===== src/inc/pic_defines.svh =====
// constants of the priority interrupt controller: command word fields, codes, reset values
// assumes the includer works on 8-bit host data and 3-bit level numbers
//
// How it works
// - keep request latch and in-service latch
// - resolver picks highest request, sets in-service bit
// - mask gates requests, lower levels unaffected
// - chip select high ignores read and write
// - selected write strobe stores command words
// - selected read drives latch or poll level
// - command select picks register with strobes
// - data port is three-state eight bits
// - master drives chain id of slave
// - matching slave drives routine address bytes
// - raised request input sets request bit
// - unmasked pending request raises interrupt output
// - call format pulse one sets, sends CD
// - call format sends low then high byte
// - call format auto end clears after third
// - pointer format first pulse leaves bus undriven
// - pointer format second pulse sets, sends pointer
// - pointer format auto end clears after second
// - no request pending means answer level seven
// - default level seven keeps chain id idle
// - edge mode needs rise, level mode level
// - master select pin input, buffered drives enable
`ifndef PIC_DEFINES_SVH
`define PIC_DEFINES_SVH
`define PIC_INIT_BIT   4
`define PIC_SEL_BIT    3
`define PIC_LTIM_BIT   3
`define PIC_ADI_BIT    2
`define PIC_SNGL_BIT   1
`define PIC_IC4_BIT    0
`define PIC_FMT_BIT    0
`define PIC_AUTO_END_OF_SERVICE_BIT   1
`define PIC_MS_BIT     2
`define PIC_BUF_BIT    3
`define PIC_EOI_BIT    5
`define PIC_SPEC_BIT   6
`define PIC_POLL_BIT   2
`define PIC_RR_BIT     1
`define PIC_RIS_BIT    0
`define PIC_CALL_CODE  8'hCD
`define PIC_DFLT_LVL   3'h7
`define PIC_MASK_RST   8'h00
`define PIC_PREV_RST   8'hFF
`endif


===== src/inc/pic_pkg.sv =====
// types of the priority interrupt controller
// assumes the defines header is not needed here: types only
package pic_pkg;
	typedef enum logic [1:0] {PIC_WAIT_W2, PIC_WAIT_W3, PIC_WAIT_W4, PIC_READY} pic_init_t;
	typedef struct packed {
		logic [7:0] request_latch;
		logic [7:0] in_service_latch;
		logic [7:0] mask_latch;
		logic [7:0] req_prev;
		logic       ltim, adi, sngl, ic4, fmt, auto_end_of_service, bufm, msm;
		logic [2:0] vec_lo;
		logic [7:0] vec_hi;
		logic [7:0] slave_reg;
		pic_init_t  init;
		logic       read_isr, poll, wr_idle, rd_idle, ack_prev;
		logic [1:0] ack_cnt;
		logic [2:0] ack_lvl;
		logic       ack_casc, ack_fake, intr;
		logic [7:0] dout;
		logic       doe;
		logic [2:0] cas;
		logic       cas_oe, msbe, msbe_oe;
	} pic_state_t;
endpackage


===== src/core/pic_top.sv =====
// eight-level priority interrupt controller core with host strobes and cascade lines
// assumes all pins are already synchronous to clk_i; three-state pins resolved outside
`timescale 1ns/10ps
`include "pic_defines.svh"
module pic_top import pic_pkg::*; (
	input  wire logic       clk_i,
	input  wire logic       rst_n_i,
	input  wire logic       cs_n_i,
	input  wire logic       rd_n_i,
	input  wire logic       wr_n_i,
	input  wire logic       cmd_select_line_i,
	input  wire logic [7:0] data_i,
	output logic      [7:0] data_o,
	output logic            data_oe_o,
	input  wire logic       ack_strobe_n_i,
	input  wire logic [7:0] request_inputs_i,
	output logic            int_o,
	input  wire logic [2:0] chain_id_lines_i,
	output logic      [2:0] chain_id_lines_o,
	output logic            chain_id_lines_oe_o,
	input  wire logic       master_select_buffer_enable_i,
	output logic            master_select_buffer_enable_o,
	output logic            master_select_buffer_enable_oe_o
);
	pic_state_t s, n;

	// fixed priority encoder: lowest index wins, bit 3 tells whether any bit is set
	function automatic logic [3:0] prio(input logic [7:0] v);
		logic [3:0] r;
		r = 4'h0;
		for (int i = 7; i >= 0; i--) begin
			if (v[i]) begin
				r = {1'b1, 3'(i)};
			end
		end
		return r;
	endfunction

	logic [7:0] unm, rise, clr;
	logic [3:0] win, top;
	logic       pend, master, wr_go, rd_go, ack_fall, ack_rise, take, own, slave_hit;
	logic [1:0] last;

	// resolver: unmasked requests against the highest level in service
	assign unm  = s.request_latch & ~s.mask_latch;
	assign win  = prio(unm);
	assign top  = prio(s.in_service_latch);
	assign pend = win[3] && (!top[3] || win[2:0] < top[2:0]);
	// pin role only counts outside buffered operation
	assign master = s.sngl || (s.bufm ? s.msm : master_select_buffer_enable_i);
	assign wr_go  = !(wr_n_i || cs_n_i);
	assign rd_go  = !(rd_n_i || cs_n_i);
	assign ack_fall = s.ack_prev && !ack_strobe_n_i;
	assign ack_rise = !s.ack_prev && ack_strobe_n_i;
	assign last = s.fmt ? 2'h2 : 2'h3;
	assign slave_hit = !master && chain_id_lines_i == s.slave_reg[2:0];

	// per-level edge detect; prev resets high so a level already high at reset is no edge
	for (genvar g = 0; g < 8; g++) begin : g_edge
		assign rise[g] = request_inputs_i[g] && !s.req_prev[g];
	end

	// next state of the whole controller
	always_comb begin
		n    = s;
		take = 1'b0;
		clr  = 8'h00;
		own  = 1'b0;
		n.req_prev = request_inputs_i;
		n.wr_idle  = !wr_go;
		n.rd_idle  = !rd_go;
		n.ack_prev = ack_strobe_n_i;
		// acknowledge sequence: first pulse freezes the winner for the whole sequence
		if (ack_fall) begin
			n.ack_cnt = s.ack_cnt + 2'h1;
			if (s.ack_cnt == 2'h0) begin
				n.ack_fake = !win[3];
				n.ack_lvl  = win[3] ? win[2:0] : `PIC_DFLT_LVL;
				n.ack_casc = master && !s.sngl && win[3] && s.slave_reg[win[2:0]];
			end
			take = s.fmt ? (n.ack_cnt == 2'h2) : (n.ack_cnt == 2'h1);
		end
		// auto end of service releases the level when the last pulse ends
		if (ack_rise && s.ack_cnt == last) begin
			n.ack_cnt = 2'h0;
			if (s.auto_end_of_service) begin
				n.in_service_latch[s.ack_lvl] = 1'b0;
			end
		end
		// host writes, steered by the command select line
		if (wr_go && s.wr_idle) begin
			if (!cmd_select_line_i && data_i[`PIC_INIT_BIT]) begin
				n.ltim     = data_i[`PIC_LTIM_BIT];
				n.adi      = data_i[`PIC_ADI_BIT];
				n.sngl     = data_i[`PIC_SNGL_BIT];
				n.ic4      = data_i[`PIC_IC4_BIT];
				n.vec_lo   = data_i[7:5];
				n.mask_latch      = `PIC_MASK_RST;
				n.req_prev = `PIC_PREV_RST;                   // edge sense restarts
				n.request_latch      = 8'h00;
				n.read_isr = 1'b0;
				n.poll     = 1'b0;
				n.fmt      = 1'b0;
				n.auto_end_of_service     = 1'b0;
				n.bufm     = 1'b0;
				n.msm      = 1'b0;
				n.init     = PIC_WAIT_W2;
			end else if (cmd_select_line_i) begin
				case (s.init)
					PIC_WAIT_W2: begin
						n.vec_hi = data_i;
						n.init   = !s.sngl ? PIC_WAIT_W3 : (s.ic4 ? PIC_WAIT_W4 : PIC_READY);
					end
					PIC_WAIT_W3: begin
						n.slave_reg = data_i;
						n.init      = s.ic4 ? PIC_WAIT_W4 : PIC_READY;
					end
					PIC_WAIT_W4: begin
						n.fmt  = data_i[`PIC_FMT_BIT];
						n.auto_end_of_service = data_i[`PIC_AUTO_END_OF_SERVICE_BIT];
						n.msm  = data_i[`PIC_MS_BIT];
						n.bufm = data_i[`PIC_BUF_BIT];
						n.init = PIC_READY;
					end
					default: begin
						n.mask_latch = data_i;
					end
				endcase
			end else if (s.init == PIC_READY) begin
				if (data_i[`PIC_SEL_BIT]) begin
					n.poll = data_i[`PIC_POLL_BIT];
					if (data_i[`PIC_RR_BIT]) begin
						n.read_isr = data_i[`PIC_RIS_BIT];
					end
				end else if (data_i[`PIC_EOI_BIT]) begin
					if (data_i[`PIC_SPEC_BIT]) begin
						n.in_service_latch[data_i[2:0]] = 1'b0;
					end else if (top[3]) begin
						n.in_service_latch[top[2:0]] = 1'b0;               // clears the highest level served
					end
				end
			end
		end
		// in-service set comes after host commands: an end of service in the same
		// cycle must not wipe out a level that is being taken right now
		if (take) begin
			n.in_service_latch[n.ack_lvl] = 1'b1;
			if (!n.ack_fake) begin
				clr[n.ack_lvl] = 1'b1;
			end
		end
		// poll read acts as an acknowledge of the winning level
		if (rd_go && s.rd_idle && s.poll && cmd_select_line_i == 1'b0) begin
			n.poll = 1'b0;
			if (win[3]) begin
				n.in_service_latch[win[2:0]] = 1'b1;
				clr[win[2:0]]   = 1'b1;
			end
		end
		// request latch: a new rise beats a same-cycle clear so no event is lost
		n.request_latch = s.ltim ? request_inputs_i
			: (((n.request_latch & ~clr) | rise) & request_inputs_i);
		// data bus: acknowledge bytes first, then status reads
		n.doe  = 1'b0;
		n.dout = 8'h00;
		if (!ack_strobe_n_i && n.ack_cnt != 2'h0) begin
			own = master ? !n.ack_casc : slave_hit;
			if (s.fmt) begin
				if (n.ack_cnt == 2'h2) begin
					n.doe  = own;
					n.dout = {s.vec_hi[7:3], n.ack_lvl};
				end
			end else begin
				case (n.ack_cnt)
					2'h1: begin
						n.doe  = master;
						n.dout = `PIC_CALL_CODE;
					end
					2'h2: begin
						n.doe  = own;
						n.dout = s.adi ? {s.vec_lo, n.ack_lvl, 2'b00}
							: {s.vec_lo[2:1], n.ack_lvl, 3'b000};
					end
					default: begin
						n.doe  = own;
						n.dout = s.vec_hi;
					end
				endcase
			end
		end else if (rd_go) begin
			n.doe = 1'b1;
			if (!s.rd_idle) begin
				n.dout = s.dout;                              // byte held through the read
			end else if (cmd_select_line_i) begin
				n.dout = s.mask_latch;
			end else if (s.poll) begin
				n.dout = {win[3], 4'h0, win[2:0]};
			end else begin
				n.dout = s.read_isr ? s.in_service_latch : s.request_latch;
			end
		end
		// cascade lines: driven by a cascaded master, idle outside a cascaded sequence
		n.cas_oe = master && !s.sngl;
		n.cas    = (n.ack_cnt != 2'h0 && n.ack_casc) ? n.ack_lvl : 3'h0;
		// transceiver enable is active low while the data port drives
		n.msbe_oe = s.bufm;
		n.msbe    = s.bufm && !n.doe;
		n.intr    = pend;
	end

	// single state register; everything leaves the block from here
	always_ff @(posedge clk_i) begin
		if (!rst_n_i) begin
			s          <= '0;
			s.mask_latch      <= `PIC_MASK_RST;
			s.req_prev <= `PIC_PREV_RST;
			s.init     <= PIC_READY;
			s.wr_idle  <= 1'b1;
			s.rd_idle  <= 1'b1;
			s.ack_prev <= 1'b1;
		end else begin
			s <= n;
		end
	end

	assign data_o                           = s.dout;
	assign data_oe_o                        = s.doe;
	assign int_o                            = s.intr;
	assign chain_id_lines_o                 = s.cas;
	assign chain_id_lines_oe_o              = s.cas_oe;
	assign master_select_buffer_enable_o    = s.msbe;
	assign master_select_buffer_enable_oe_o = s.msbe_oe;

	// checks on the driven behaviour
	cs_blocks_bus_a: assert property (@(posedge clk_i) disable iff (!rst_n_i)
		(cs_n_i && ack_strobe_n_i) |=> !data_oe_o)
		else $error("data bus driven while deselected");
	read_drives_bus_a: assert property (@(posedge clk_i) disable iff (!rst_n_i)
		(rd_go && ack_strobe_n_i) |=> data_oe_o)
		else $error("selected read did not drive the bus");
	call_code_out_a: assert property (@(posedge clk_i) disable iff (!rst_n_i)
		(ack_fall && !s.fmt && s.ack_cnt == 2'h0 && master) |=>
		(data_oe_o && data_o == `PIC_CALL_CODE && s.in_service_latch[s.ack_lvl]))
		else $error("first call pulse wrong");
	ptr_first_idle_a: assert property (@(posedge clk_i) disable iff (!rst_n_i)
		(ack_fall && s.fmt && s.ack_cnt == 2'h0) |=> !data_oe_o)
		else $error("pointer first pulse drove the bus");
	ptr_sets_isr_a: assert property (@(posedge clk_i) disable iff (!rst_n_i)
		(ack_fall && s.fmt && s.ack_cnt == 2'h1) |=>
		(s.in_service_latch[s.ack_lvl] && data_o[2:0] == s.ack_lvl))
		else $error("pointer pulse did not set level");
	auto_end_a: assert property (@(posedge clk_i) disable iff (!rst_n_i)
		(ack_rise && s.auto_end_of_service && s.ack_cnt == last) |=> !s.in_service_latch[$past(s.ack_lvl)])
		else $error("auto end did not clear level");
	default_seven_a: assert property (@(posedge clk_i) disable iff (!rst_n_i)
		(ack_fall && s.ack_cnt == 2'h0 && !win[3]) |=>
		(s.ack_lvl == `PIC_DFLT_LVL && chain_id_lines_o == 3'h0))
		else $error("default level seven not taken");
	edge_sets_req_a: assert property (@(posedge clk_i) disable iff (!rst_n_i)
		(!s.ltim && request_inputs_i[0] && !s.req_prev[0]) |=> s.request_latch[0])
		else $error("request rise lost");
	int_raise_a: assert property (@(posedge clk_i) disable iff (!rst_n_i)
		(unm != 8'h00 && s.in_service_latch == 8'h00) |=> int_o)
		else $error("pending request gave no interrupt");
	chain_master_a: assert property (@(posedge clk_i) disable iff (!rst_n_i)
		(ack_fall && s.ack_cnt == 2'h0 && master && !s.sngl && win[3]
		&& s.slave_reg[win[2:0]]) |=> (chain_id_lines_o == s.ack_lvl && chain_id_lines_oe_o))
		else $error("master did not present slave id");

	// host port checks: deselected strobes leave the mask alone
	mask_kept_a: assert property (@(posedge clk_i) disable iff (!rst_n_i)
		cs_n_i |=> $stable(s.mask_latch))
		else $error("mask changed while deselected");
	// a selected write with command select high stores the mask once ready
	mask_store_a: assert property (@(posedge clk_i) disable iff (!rst_n_i)
		(wr_go && s.wr_idle && cmd_select_line_i && s.init == PIC_READY) |=>
		s.mask_latch == $past(data_i))
		else $error("mask write not stored");
	// starting initialisation clears the mask
	init_clears_a: assert property (@(posedge clk_i) disable iff (!rst_n_i)
		(wr_go && s.wr_idle && !cmd_select_line_i && data_i[`PIC_INIT_BIT]) |=>
		s.mask_latch == `PIC_MASK_RST)
		else $error("initialisation kept the mask");
	// status reads pick the latch that the last read command chose
	read_isr_a: assert property (@(posedge clk_i) disable iff (!rst_n_i)
		(rd_go && s.rd_idle && !cmd_select_line_i && !s.poll && s.read_isr
		&& ack_strobe_n_i) |=> data_o == $past(s.in_service_latch))
		else $error("in-service read wrong");
	read_irr_a: assert property (@(posedge clk_i) disable iff (!rst_n_i)
		(rd_go && s.rd_idle && !cmd_select_line_i && !s.poll && !s.read_isr
		&& ack_strobe_n_i) |=> data_o == $past(s.request_latch))
		else $error("request read wrong");
	read_mask_a: assert property (@(posedge clk_i) disable iff (!rst_n_i)
		(rd_go && s.rd_idle && cmd_select_line_i && ack_strobe_n_i) |=>
		data_o == $past(s.mask_latch))
		else $error("mask read wrong");
	// poll byte has its middle bits zero and is driven
	poll_read_a: assert property (@(posedge clk_i) disable iff (!rst_n_i)
		(rd_go && s.rd_idle && s.poll && !cmd_select_line_i && ack_strobe_n_i) |=>
		(data_oe_o && data_o[6:3] == 4'h0))
		else $error("poll byte malformed");
	// with no strobe at all the port lets go of the bus
	bus_release_a: assert property (@(posedge clk_i) disable iff (!rst_n_i)
		(!rd_go && ack_strobe_n_i) |=> !data_oe_o)
		else $error("bus driven with no strobe");
	// request inputs: level mode copies the pins, edge mode drops a fallen pin
	level_mode_a: assert property (@(posedge clk_i) disable iff (!rst_n_i)
		s.ltim |=> s.request_latch == $past(request_inputs_i))
		else $error("level mode latch wrong");
	req_drop_a: assert property (@(posedge clk_i) disable iff (!rst_n_i)
		(!s.ltim && !request_inputs_i[0]) |=> !s.request_latch[0])
		else $error("request kept after pin fell");
	// nothing unmasked pending means no interrupt
	int_idle_a: assert property (@(posedge clk_i) disable iff (!rst_n_i)
		!win[3] |=> !int_o)
		else $error("interrupt with nothing pending");
	// call format bytes two and three from a master that serves the level itself
	call_low_byte_a: assert property (@(posedge clk_i) disable iff (!rst_n_i)
		(ack_fall && !s.fmt && s.ack_cnt == 2'h1 && master && !s.ack_casc && s.adi) |=>
		(data_oe_o && data_o == {s.vec_lo, s.ack_lvl, 2'h0}))
		else $error("call low byte wrong");
	high_byte_out_a: assert property (@(posedge clk_i) disable iff (!rst_n_i)
		(ack_fall && !s.fmt && s.ack_cnt == 2'h2 && master && !s.ack_casc) |=>
		(data_oe_o && data_o == s.vec_hi))
		else $error("call high byte wrong");
	// pointer byte from a master that serves the level itself
	ptr_drive_a: assert property (@(posedge clk_i) disable iff (!rst_n_i)
		(ack_fall && s.fmt && s.ack_cnt == 2'h1 && master && !s.ack_casc) |=>
		(data_oe_o && data_o == {s.vec_hi[7:3], s.ack_lvl}))
		else $error("pointer byte wrong");
	// chain id lines stay idle outside a sequence and undriven when single
	cas_idle_a: assert property (@(posedge clk_i) disable iff (!rst_n_i)
		(s.ack_cnt == 2'h0 && !ack_fall) |=> chain_id_lines_o == 3'h0)
		else $error("chain id active outside sequence");
	chain_single_a: assert property (@(posedge clk_i) disable iff (!rst_n_i)
		s.sngl |=> !chain_id_lines_oe_o)
		else $error("single device drove chain id");
	// buffered operation turns the role pin into the transceiver enable
	buf_enable_a: assert property (@(posedge clk_i) disable iff (!rst_n_i)
		s.bufm |=> master_select_buffer_enable_oe_o)
		else $error("buffer enable not driven");
	buf_enable_low_a: assert property (@(posedge clk_i) disable iff (!rst_n_i)
		(master_select_buffer_enable_oe_o && data_oe_o) |-> !master_select_buffer_enable_o)
		else $error("buffer enable high while driving");
endmodule


===== config.mk =====
export PLATFORM = sky130hd
export DESIGN_NAME = pic_top
export DESIGN_NICKNAME = d
export VERILOG_FILES = /design/src/inc/pic_pkg.sv /design/src/core/pic_top.sv
export VERILOG_INCLUDE_DIRS = /design/src /design/src/inc
export SDC_FILE = /design/constraint.sdc
export NUM_CORES = 1
export LEC_CHECK = 0
export ABC_AREA = 1
export BUFFER_PORTS_ARGS = -buffer_cell sky130_fd_sc_hd__buf_2
export CORE_MARGIN = 5
export CORE_UTILIZATION = 64
export DETAILED_ROUTE_END_ITERATION = 7
export GPL_TIMING_DRIVEN = 0
export PLACE_DENSITY = 0.85
export SLEW_MARGIN = 20
export SYNTH_ARGS = -nofsm -noshare
export SYNTH_HDL_FRONTEND = slang
export SYNTH_SLANG_ARGS = --single-unit

===== constraint.sdc =====
create_clock -name clk_i -period 3.4 [get_ports clk_i]
set_input_delay 0 -clock clk_i [delete_from_list [all_inputs] [get_ports clk_i]]
set_output_delay 0 -clock clk_i [all_outputs]
set_load 0.02 [all_outputs]

======== Word level (Yosys, flattened, before mapping) ========
Index checks and enable logic that the tools add are counted.
cells by class
  add/subtract/negate cells ............... 1
  $lt $le $gt $ge ......................... 11
  equal/unequal tests ..................... 11
  mux-type cells .......................... 86
  bitwise operators ....................... 18
  reduce and logical (&&, ||, !) cells .... 73
operators by type and width
  kind                number
  $mux 8              27
  $mux 4              20
  $mux 63             1
  $and 8x8->8         6
  $not 8->8           5
  $mux 9              4
  $or 8x8->8          4
  $logic_and 1x1->1   29
  $lt 3x4->1 const B  5
  $logic_not 1->1     19
  $mux 18             1
  $pmux 9 s2          1
  $mux 16             1
  $demux 1 s3         5
  $ge 3x1->1 const B  5
  $mux 1              13
  $mux 12             1
  $reduce_and 4->1    3
  $reduce_bool 2->1   6
  $mux 2              5
  $reduce_and 3->1    3
  $eq 2x2->1 const B  4
  $mux 7              1
  $eq 2x1->1 const B  3
  19 further kinds    28
storage, ports and cells
  flip-flop bits (word level) ............. 89
  output and inout port bits .............. 16
  word-level logic and storage cells ...... 232

======== Longest topological paths before layout ========
Gate-level depths: netlist of the first run.
  word-level depth ........................ 29
  mapped depth ............................ 19
  mapped depth without buffers ............ 19

======== Least setup slack after synthesis of the first run ========
Ideal clock, no wire load.
  path kind ............................... register to register
  start ................................... register s[21] in the netlist's numbering
  end ..................................... register s (netlist bit data_o[0])
  arrival time ............................ 2.082 ns
  data required time ...................... 3.273 ns
  path slack .............................. 1.191 ns
  cell stages (with the launch flop) ...... 15
  clock period less this slack ............ 2.209 ns
  cells stage by stage .................... dfxtp_1 > inv_1 > nor2_1 > nor2_1 > nor4_2 > inv_1 > nand2_1 > ha_1 > nor2_2 > nor2_1 > inv_1 > nor2_1 > inv_1 > o21ai_0 > a31oi_1
between the ends
  word-level cells in the longest chain between the ends .. 7
  elaborated cells between the ends (all ways) .. 16
ends and longest elaborated chain
  item                                                RTL line                        source
  start, declared                                     pic_top.sv:25                   pic_state_t s, n;
  start signal, assigned                              pic_top.sv:222                  s <= n;
  $add 2x1->2 / $eq 2x2->1 (equally long branches)    pic_top.sv:75, pic_top.sv:84
  $mux 7 / $logic_and 1x1->1 (equally long branches)  pic_top.sv:74, pic_top.sv:84
  $mux 2                                              pic_top.sv:84                   if (ack_rise && s.ack_cnt == last) begin
  $eq 2x2->1 / $eq 2x1->1 (equally long branches)     pic_top.sv:169, pic_top.sv:174
  $pmux 9 s2 / $mux 9 (equally long branches)         pic_top.sv:174, pic_top.sv:169
  $mux 9                                              pic_top.sv:168                  if (s.fmt) begin
  $mux 9                                              pic_top.sv:166                  if (!ack_strobe_n_i && n.ack_cnt != 2'h0) begin
Parallel ways exist; a longest one is shown, timed or not.
A chain may end at the register's enable or synchronous reset.

======== Worst setup path in the final report of the first run ========
  start ................................... register s[21] in the netlist's numbering
  end ..................................... register s (netlist bit data_o[1])
The elaborated chain is that of the path after synthesis.

==> results.md, run 1 <==
* Run status: finished clean
* Achievable clock frequency at 0.317 GHz
* Total Negative Setup Slacks at 0 ns
* Fraction of the core area covered by cells at the end of the flow at about 76%
* Row cnt at 31
* CTS tree: built
* Number of flip-flops in the largest register at 72
* Area added between synthesis and finish at 14.8%
* Compound-gate portion of the synthesized area at about 23%
* Data arrival time of the critical path at 3.39 ns
* Top library cells by usage in the layout, fill and taps aside: 132 x nand2_1, 98 x inv_1, 89 x dfxtp_1
* I/O Pins at 43
* Wire length of the first global-routing pass at 24.7 mm
* Total instance count after detailed placement at 841
* Clock input transition at the sequential cells of the worst setup and hold paths at 0.08 ns
* Post-route clock period utilization at between 90 and 100%
* Number of buffers inserted to repair setup after CTS at 0
* Tightest Pin Transition at around 0.8 ns
* Avg Inst Size Synth at approximately 7 um2
* Routed Antenna Nets at 0
* Max-Cap Viols at 0
* Number of global-route vias before repair at just under 5000
* Number of instances in the synthesized netlist at 701
* Total power draw at about 2.6 mW
* Multiplexer fraction of the synthesized cell area at 0%
* Startpoint of the most critical register-to-register path: s[21]
* Post-route cell area at between 0.005 and 0.006 mm2
* Tightest slew margin relative to the limit at 45.6%
* End point of the critical path: data_o[1]
* Weighted congestion at the end of routability-driven global placement at 1.06
* Number of failing setup endpoints in the final timing report at 0
* Number of synthesized register bits at between 80 and 90
* Largest net degree at the start of global routing at 15
* Smallest hold slack at 0.0185 ns
* Core Area at 0.00733 mm2
* Final max-slew violation count at 0
* CTS sink count at 89
* Layout cell share with drive strength beyond 1 at between 15 and 20%
* DRC errors left at 0
* Net total in the final layout at 806
* Critical path class: flop to flop
* Detailed Place HPWL at about 12 mm
* CTS H-tree depth at 3
* Unrepaired setup endpoints after global routing: no
* Startpoint of the worst hold path: data_i[4]
* Slack of the worst reg-to-reg path at 0.25 ns
* Antenna violations before repair at 0
* Vertical die dimension at around 97 um
* Largest register by flop count: s
* Count of buffers inserted at the top-level ports at just over 40
* Xor/xnor cell area share of the yosys netlist at 0.721%
* Mapped cell area at a little under 0.005 mm2
* Ant. Diodes at 0
* Clock insertion delay at the later pin of the skew report at 0.37 ns
* Initial Utilization at between 60% and 70%
* Startpoint of the most critical setup path: s[21]
* Cell count of the worst reg-to-reg path at 14
* Number of standard cells in the final layout excluding fillers at ~870
* Largest family of logic cells by synthesized area: simple AND/OR/NAND/NOR gates
* Crit path capture type: flop
* VDD IR-drop max at 0.410 mV
* Skew final at 0.0161 ns
* Synth Warn # at 0
* Gr ovfl total at 0
* Adder-cell share of the synthesized area at 2.57%
* Number of buffers added by the clock tree synthesis step at 9
* Count of vias placed by the detailed router at 5185
* Commonest non-fill, non-tap cell in the layout: nand2_1
* Post-detailed-placement cell area at slightly above 0.005 mm2
* Setup slack after layout at 0.248 ns
* Minimum clock period at 3.15 ns
* Die area at 0.00944 mm2
* Static Leak at 2.48 nW
* Routed wire per std cell at 18.2 um
* Number of vias per cell after detailed routing at a little under 6
* Fraction of the mapped netlist area in simple logic gates at 25.4%
* Power Dens Cells at 466 mW/mm2
* Die width at 97.1 um
* Data required time at the worst endpoint at 3.64 ns
* Worst r2r dst: data_o[1]
* Wire length after detailed routing at 15.9 mm
* Post-placement setup slack at roughly 0.48 ns
* Bufs on Longest Clock Path at 2
* Gr usage total at approximately a third
* Clock tree root driver cell: clkbuf_8
* Final Hold Violating Endpoints at 0
* Pre-antenna DRT Iters at 8
* Class of the tightest hold or removal check: input pin to flop
* Number of nets produced by synthesis at 738
* Post-synthesis sequential area ratio at a little over a third
* DRC violation total after the first TritonRoute iteration at 499
* Number of library cell types mapped by synthesis at 47
* Sort of element at the start of the critical path: flop
* Crit path max fanout at 10
worst min path at each step:
stage,end,slack (ns),cells after the start
floorplan,s[57],0.09,2
global placement,s[25],0.19,3
detailed placement,s[25],0.19,3
CTS,s[69],0.003,3
global route,s[69],0.008,3
finish,s[69],0.02,3
cells in the mapped netlist (all sizes together):
| master | n | share of area, % |
|---|---|---|
| o221ai | 3 | 0.54 |
| nand4 | 10 | 1.3 |
| dfxtp | 89 | 37 |
| xor2 | 1 | 0.18 |
| a21oi | 67 | 7.1 |
| nor3 | 11 | 1.5 |
| inv | 114 | 9.0 |
| o311ai | 1 | 0.18 |
| nor3b | 1 | 0.26 |
| nand2 | 143 | 12 |
| o211ai | 5 | 0.77 |
| a22oi | 1 | 0.15 |
| o21ai | 82 | 8.8 |
| a221o | 1 | 0.21 |
| nor2 | 67 | 6.6 |
| clkbuf | 13 | 1.0 |
| a211oi | 2 | 0.31 |
| buf | 14 | 2.1 |
| a221oi | 1 | 0.18 |
| a21boi | 2 | 0.62 |
| o41ai | 1 | 0.18 |
| xnor2 | 3 | 0.54 |
| a31oi | 13 | 1.7 |
| nand3 | 28 | 3.2 |
| ha | 10 | 2.6 |
| nor4 | 5 | 0.77 |
| o32ai | 2 | 0.52 |
| o2111ai | 1 | 0.18 |
| o22ai | 9 | 1.2 |
| clkinv | 1 | 0.077 |
cells by family after synthesis:
logic type,count (synthesis)
XOR/XNOR,4
adder cells (fa/ha/maj),10
AND/OR/NAND/NOR,265
AO/OA/AOI/OAI,191
flip-flops,89
buffers and inverters,142
metal layers:
| metal | vias to the layer above | wire [um] | part of all wire (%) | track usage [%] |
|---|---|---|---|---|
| li1 | 2440 | - | - | - |
| met1 | 2355 | 6090 | 38 | 40.4 |
| met2 | 315 | 7100 | 45 | 54.0 |
| met3 | 75 | 1700 | 11 | 6.82 |
| met4 | 0 | 978 | 6.2 | 17.2 |
| met5 | - | 0 | 0 | 0 |
area by class of cell:
| type | count | area, um2 |
|---|---|---|
| Sequential cell | 89 | 1780 |
| Tap cell | 99 | 124 |
| Buffer | 27 | 149 |
| Inverter | 115 | 439 |
| Clock buffer | 10 | 128 |
| Clock inverter | 5 | 104 |
| Fill cell | 570 | 1750 |
| Multi-Input combinational cell | 470 | 2490 |
| Timing Repair Buffer | 57 | 365 |
worst max-delay path, stage by stage (launching register included):
cell,delay (ns)
dfxtp_1,0.34
inv_1,0.09
nor2_1,0.19
nor2_1,0.09
nor4_2,0.41
inv_1,0.19
nand2_1,0.19
ha_1,0.20
nor2_2,0.11
nor2_1,0.36
inv_1,0.23
nor2_1,0.17
inv_1,0.15
o21ai_0,0.24
a31oi_1,0.07
power breakdown:
group | switching [mW] | total (mW) | internal, mW
combinational | 0.419 | 0.610 | 0.191
clock | 0.385 | 0.872 | 0.486
sequential | 0.0295 | 1.12 | 1.09
repair_timing:
item                                   CTS  global route
endpoints found under the hold margin   23             0
hold buffers                            16             0
gates resized for setup                  0             0
Power figures use the tool's default switching activity.
==> run 2: changes to the inputs <==
--- a/config.mk
+++ b/config.mk
@@ -7,12 +7,13 @@
 export NUM_CORES = 1
 export LEC_CHECK = 0
 export ABC_AREA = 1
-export BUFFER_PORTS_ARGS = -buffer_cell sky130_fd_sc_hd__buf_2
+export BUFFER_PORTS_ARGS = -buffer_cell sky130_fd_sc_hd__buf_4
 export CORE_MARGIN = 5
-export CORE_UTILIZATION = 64
+export CORE_UTILIZATION = 65
+export CTS_BUF_LIST = sky130_fd_sc_hd__clkbuf_8
 export DETAILED_ROUTE_END_ITERATION = 7
 export GPL_TIMING_DRIVEN = 0
-export PLACE_DENSITY = 0.85
+export PLACE_DENSITY = 0.86
 export SLEW_MARGIN = 20
 export SYNTH_ARGS = -nofsm -noshare
 export SYNTH_HDL_FRONTEND = slang
==> results.md, run 2 (same netlist as run 1, synthesis figures left out) <==
* Slack of the worst reg-to-reg path at 0.44 ns
* Count of buffers inserted at the top-level ports at a little over 40
* Top library cells by usage in the layout, fill and taps aside: 132 x nand2_1, 100 x inv_1, 89 x dfxtp_1
* Gr ovfl total at 0
* Final Hold Violating Endpoints at 0
* Worst r2r dst: data_o[0]
* Largest net degree at the start of global routing at 16
* Startpoint of the worst hold path: rst_n_i
* Class of the tightest hold or removal check: input pin to flop
* Data arrival time of the critical path at 3.27 ns
* Routed Antenna Nets at 0
* CP Buf/Inv Count at 3
* Top Family by Delay on Critical Path: simple AND/OR/NAND/NOR gates
* Tightest slew margin relative to the limit at between 40 and 50%
* Area added between synthesis and finish at 16.5%
* Total instance count after detailed placement at approximately 840
* CTS sink count at 89
* Number of buffers added by the clock tree synthesis step at 9
* Initial Utilization at 67.0%
* Number of flip-flops in the largest register at 72
* Smallest hold slack at 0.0179 ns
* Weighted congestion at the end of routability-driven global placement at 1.03
* Setup slack after layout at roughly 0.44 ns
* Number of failing setup endpoints in the final timing report at 0
* Vertical die dimension at 96.5 um
* Bufs on Longest Clock Path at 2
* Wire length after detailed routing at 16.4 mm
* Final max-slew violation count at 0
* Critical path class: flop to flop
* CTS H-tree depth at 3
* Worst stage delay on the critical path at 0.35 ns
* Post-placement setup slack at approximately 0.56 ns
* Total power draw at 2.43 mW
* Power Dens Cells at 429 mW/mm2
* Number of vias per cell after detailed routing at 6.06
* Total Negative Setup Slacks at 0 ns
* Post-route clock period utilization at between 80 and 90%
* Commonest non-fill, non-tap cell in the layout: nand2_1
* Minimum clock period at 2.96 ns
* Data required time at the worst endpoint at 3.71 ns
* Clock tree root driver cell: clkbuf_8
* Cell count of the worst reg-to-reg path at 13
* Post-route cell area at 0.00566 mm2
* Wire length of the first global-routing pass at about 25 mm
* Number of buffers inserted to repair setup after CTS at 0
* Tightest Pin Transition at 0.744 ns
* Routed wire per std cell at 18.6 um
* Post-detailed-placement cell area at between 0.005 and 0.006 mm2
* Run status: finished clean
* Crit path max fanout at 10
* Crit path capture type: flop
* Achievable clock frequency at 0.338 GHz
* Gr usage total at 36.6%
* Largest register by flop count: s
* CTS tree: built
* Slowest cell on the critical path: dfxtp_1
* Clock insertion delay at the later pin of the skew report at 0.38 ns
* Max-Cap Viols at 0
* VDD IR-drop max at 0.233 mV
* Instance count along the most critical hold path at 3
* Fraction of the core area covered by cells at the end of the flow at 78.1%
* DRC violation total after the first TritonRoute iteration at approximately 660
* Detailed Place HPWL at between 10 and 15 mm
* Number of global-route vias before repair at 5061
* Number of standard cells in the final layout excluding fillers at 877
* Startpoint of the most critical register-to-register path: s[21]
* Die width at 96.5 um
* Row cnt at 31
* Net total in the final layout at between 800 and 900
* Layout cell share with drive strength beyond 1 at roughly 16%
* I/O Pins at 43
* Static Leak at about 2.5 nW
* Sort of element at the start of the critical path: flop
* Skew final at between 0.01 and 0.015 ns
* Cell-by-cell trace of the critical path: inv_1, nor2_1, nor2_1, nor4_2, inv_1, nand2_1, ha_1, nor2_2, nor2_1, inv_1, a221oi_1, o21ai_0, a31oi_1
* Antenna violations before repair at 0
* Ant. Diodes at 0
* Die area at 0.00931 mm2
* Count of vias placed by the detailed router at 5315
* Hold worst-path end: s[17]
* Core Area at 0.00725 mm2
* Unrepaired setup endpoints after global routing: no
* Clock input transition at the sequential cells of the worst setup and hold paths at 0.10 ns
* DRC errors left at 0
* Pre-antenna DRT Iters at 7
run 2: changes by cell type in the layout (fill, tap and decap cells not counted):
cell	change
buf_2	-41
buf_4	+41
dlygate4sd3_1	+4
bufinv_16	-3
inv_1	+2
clkbuf_1	-1
clkinv_4	+1
clkinvlp_4	+1
inv_6	+1
run 2: final cells by class:
| class | count | area [um2] |
|---|---|---|
| multi-input cells | 470 | 2490 |
| flip-flops and latches | 89 | 1780 |
| fillers | 522 | 1590 |
| repair buffers | 61 | 508 |
| inverters | 115 | 439 |
| plain buffers | 27 | 149 |
| clock buffers | 9 | 124 |
| well taps | 99 | 124 |
| clock inverters | 7 | 46.3 |
run 2: what timing repair did:
item | CTS | global route
endpoints found under the hold margin | 31 | 0
gates resized for setup | 0 | 0
hold buffers | 20 | 0
run 2: worst max path at each step:
stage,depth (start not counted),from,slack (ns),endpoint
final,13,s[21],0.44,data_o[0]
after global routing,14,s[21],0.22,data_o[2]
after CTS,13,s[21],0.52,data_o[0]
after detailed placement,13,s[21],0.56,data_o[0]
after global placement,14,s[52],0.76,data_o[4]
after floorplan,14,s[21],1.19,data_o[0]
run 2: power by group:
part | switching (mW) | internal, mW
clock | 0.416 | 0.266
combinational | 0.424 | 0.207
sequential | 0.0296 | 1.09
total | 0.869 | 1.56
run 2: worst min-delay path: stages:
cell     delay (ns)
buf_4          0.11
inv_1          0.16
a21oi_2        0.08
run 2: per-layer routing:
layer	wire [um]	GRT usage [%]
met2	7450	61.0
met3	2010	8.13
met5	0	0
met1	5920	43.1
met4	976	21.1
==> run 3: changes to the inputs <==
--- a/config.mk
+++ b/config.mk
@@ -9,11 +9,11 @@
 export ABC_AREA = 1
 export BUFFER_PORTS_ARGS = -buffer_cell sky130_fd_sc_hd__buf_4
 export CORE_MARGIN = 5
-export CORE_UTILIZATION = 65
+export CORE_UTILIZATION = 60
 export CTS_BUF_LIST = sky130_fd_sc_hd__clkbuf_8
 export DETAILED_ROUTE_END_ITERATION = 7
 export GPL_TIMING_DRIVEN = 0
-export PLACE_DENSITY = 0.86
+export PLACE_DENSITY = 0.8
 export SLEW_MARGIN = 20
 export SYNTH_ARGS = -nofsm -noshare
 export SYNTH_HDL_FRONTEND = slang
==> results.md, run 3 (same netlist as run 1, synthesis figures left out) <==
* CTS tree: built
* VDD IR-drop max at between 0.2 and 0.3 mV
* Detailed Place HPWL at 12.0 mm
* Initial Utilization at 62.2%
* Post-route clock period utilization at 88.8%
* Number of buffers added by the clock tree synthesis step at 9
* Area added between synthesis and finish at 17.7%
* Sort of element at the start of the critical path: flop
* Crit path capture type: flop
* I/O Pins at 43
* Wire length of the first global-routing pass at ~25 mm
* Relative contribution of combinational cells to total power at about a quarter
* Minimum clock period at 3.02 ns
* Net total in the final layout at 810
* Startpoint of the worst hold path: data_i[6]
* Skew final at 0.0135 ns
* Die area at around 0.01 mm2
* Total Negative Setup Slacks at 0 ns
* Commonest non-fill, non-tap cell in the layout: nand2_1
* Fill cell instance count of the final layout at 662
* Wire length after detailed routing at between 15 and 20 mm
* Power Dens Cells at 441 mW/mm2
* Die width at 100 um
* DRC violation total after the first TritonRoute iteration at 477
* Worst r2r dst: data_o[0]
* CTS sink count at 89
* Final max-slew violation count at 0
* Count of buffers inserted at the top-level ports at between 40 and 50
* Count of vias placed by the detailed router at 5143
* Ant. Diodes at 0
* Number of failing setup endpoints in the final timing report at 0
* Critical path class: flop to flop
* Net Switching at around 0.84 mW
* Number of flip-flops in the largest register at 72
* Routed wire per std cell at 17.6 um
* Final Hold Violating Endpoints at 0
* Number of global-route vias before repair at 4879
* Vertical die dimension at 100 um
* Number of vias per cell after detailed routing at 5.84
* Total power draw at roughly 2.5 mW
* Top library cells by usage in the layout, fill and taps aside: 132 x nand2_1, 98 x inv_1, 89 x dfxtp_1
* Clock insertion delay at the later pin of the skew report at about 0.37 ns
* CTS H-tree depth at 3
* Tightest Pin Transition at 0.779 ns
* Achievable clock frequency at 0.331 GHz
* Run status: finished clean
* Weighted congestion at the end of routability-driven global placement at 1.11
* Largest net degree at the start of global routing at 16
* Tightest slew margin relative to the limit at 48.1%
* Row cnt at 32
* Unrepaired setup endpoints after global routing: no
* Relative contribution of the clock network to total power at 31.2%
* Internal portion of total power at about 1.7 mW
* Data arrival time of the critical path at 3.31 ns
* Gr ovfl total at 0
* Power share of the sequential group at 44.3%
* Smallest hold slack at 0.0213 ns
* Max-Cap Viols at 0
* DRC errors left at 0
* Core Area at just under 0.008 mm2
* Bufs on Longest Clock Path at 2
* Setup slack after layout at 0.381 ns
* Antenna violations before repair at 0
* Hold worst-path end: s[44]
* Post-placement setup slack at 0.460 ns
* Clock input transition at the sequential cells of the worst setup and hold paths at 0.09 ns
* Switch share at roughly 33%
* Gr usage total at 31.6%
* Startpoint of the most critical register-to-register path: s[52]
* Number of buffers inserted to repair setup after CTS at 0
* Clock tree root driver cell: clkbuf_8
* Slack of the worst reg-to-reg path at ~0.38 ns
* Cell count of the worst reg-to-reg path at 13
* Crit path max fanout at 10
* Instance count along the most critical hold path at 3
* Static Leak at 2.50 nW
* Data required time at the worst endpoint at between 3 and 4 ns
* Fraction of the core area covered by cells at the end of the flow at 73.2%
* Class of the tightest hold or removal check: input pin to flop
* Layout cell share with drive strength beyond 1 at 15.9%
* Pre-antenna DRT Iters at 8
* Largest register by flop count: s
* Routed Antenna Nets at 0
[run 3: routing by layer]
metal | vias up | wire length, um | global-route usage [%]
li1 | 2449 | - | -
met1 | 2351 | 6260 | 41.1
met2 | 286 | 7170 | 52.2
met3 | 57 | 1440 | 4.79
met4 | 0 | 652 | 13.8
met5 | - | 0 | 0
[run 3: area by class of cell]
cell class	count	area, um2	area share [%]
multi-input combinational	470	2500	43.7
sequential	89	1780	31.2
timing repair buffer	61	508	8.88
inverter	115	439	7.68
clock buffer	11	151	2.65
buffer	27	149	2.60
tap	102	128	2.23
clock inverter	5	62.6	1.09
[run 3: power groups by stage]
stage                     Clock [mW]  Combinational, mW  Sequential (mW)
after floorplan                    0              0.403             1.14
after global placement             0              0.568             1.14
after detailed placement           0              0.581             1.14
after CTS                      0.777              0.601             1.12
after global routing           0.825              0.674             1.12
final                          0.786              0.618             1.12
[run 3: how the worst max path moves through the flow]
| stage | startpoint | depth (start not counted) | end | slack (ns) |
|---|---|---|---|---|
| 3_3_place_gp | s[52] | 13 | data_o[0] | 0.53 |
| 6_report | s[52] | 13 | data_o[0] | 0.38 |
| 4_1_cts | s[52] | 14 | data_o[5] | 0.43 |
| 2_1_floorplan | s[21] | 14 | data_o[0] | 1.19 |
| 3_5_place_dp | s[52] | 14 | data_o[5] | 0.46 |
| 5_1_grt | s[52] | 13 | data_o[0] | 0.1 |
[run 3: critical path, stage by stage, from the launching register on]
cell,delay (ns)
dfxtp_1,0.45
inv_2,0.11
nor2_1,0.11
nor2_1,0.07
nor4_4,0.28
inv_1,0.17
nand2_1,0.17
ha_1,0.20
nor2_2,0.11
nor2_1,0.34
inv_1,0.21
a221oi_1,0.33
o21ai_0,0.22
a31oi_1,0.19
[run 3: metrics by stage]
stage | cell area, um2 | std cells
2_1_floorplan | 4860 | 701
3_3_place_gp | 5300 | 844
3_5_place_dp | 5300 | 844
4_1_cts | 5710 | 880
5_1_grt | 5720 | 880
6_report | 5720 | 880
[run 3: repair_timing]
action | CTS | global route
hold endpoints to repair | 34 | 0
setup endpoints to repair | 0 | 1
hold buffers | 20 | 0
resized for setup | 0 | 1
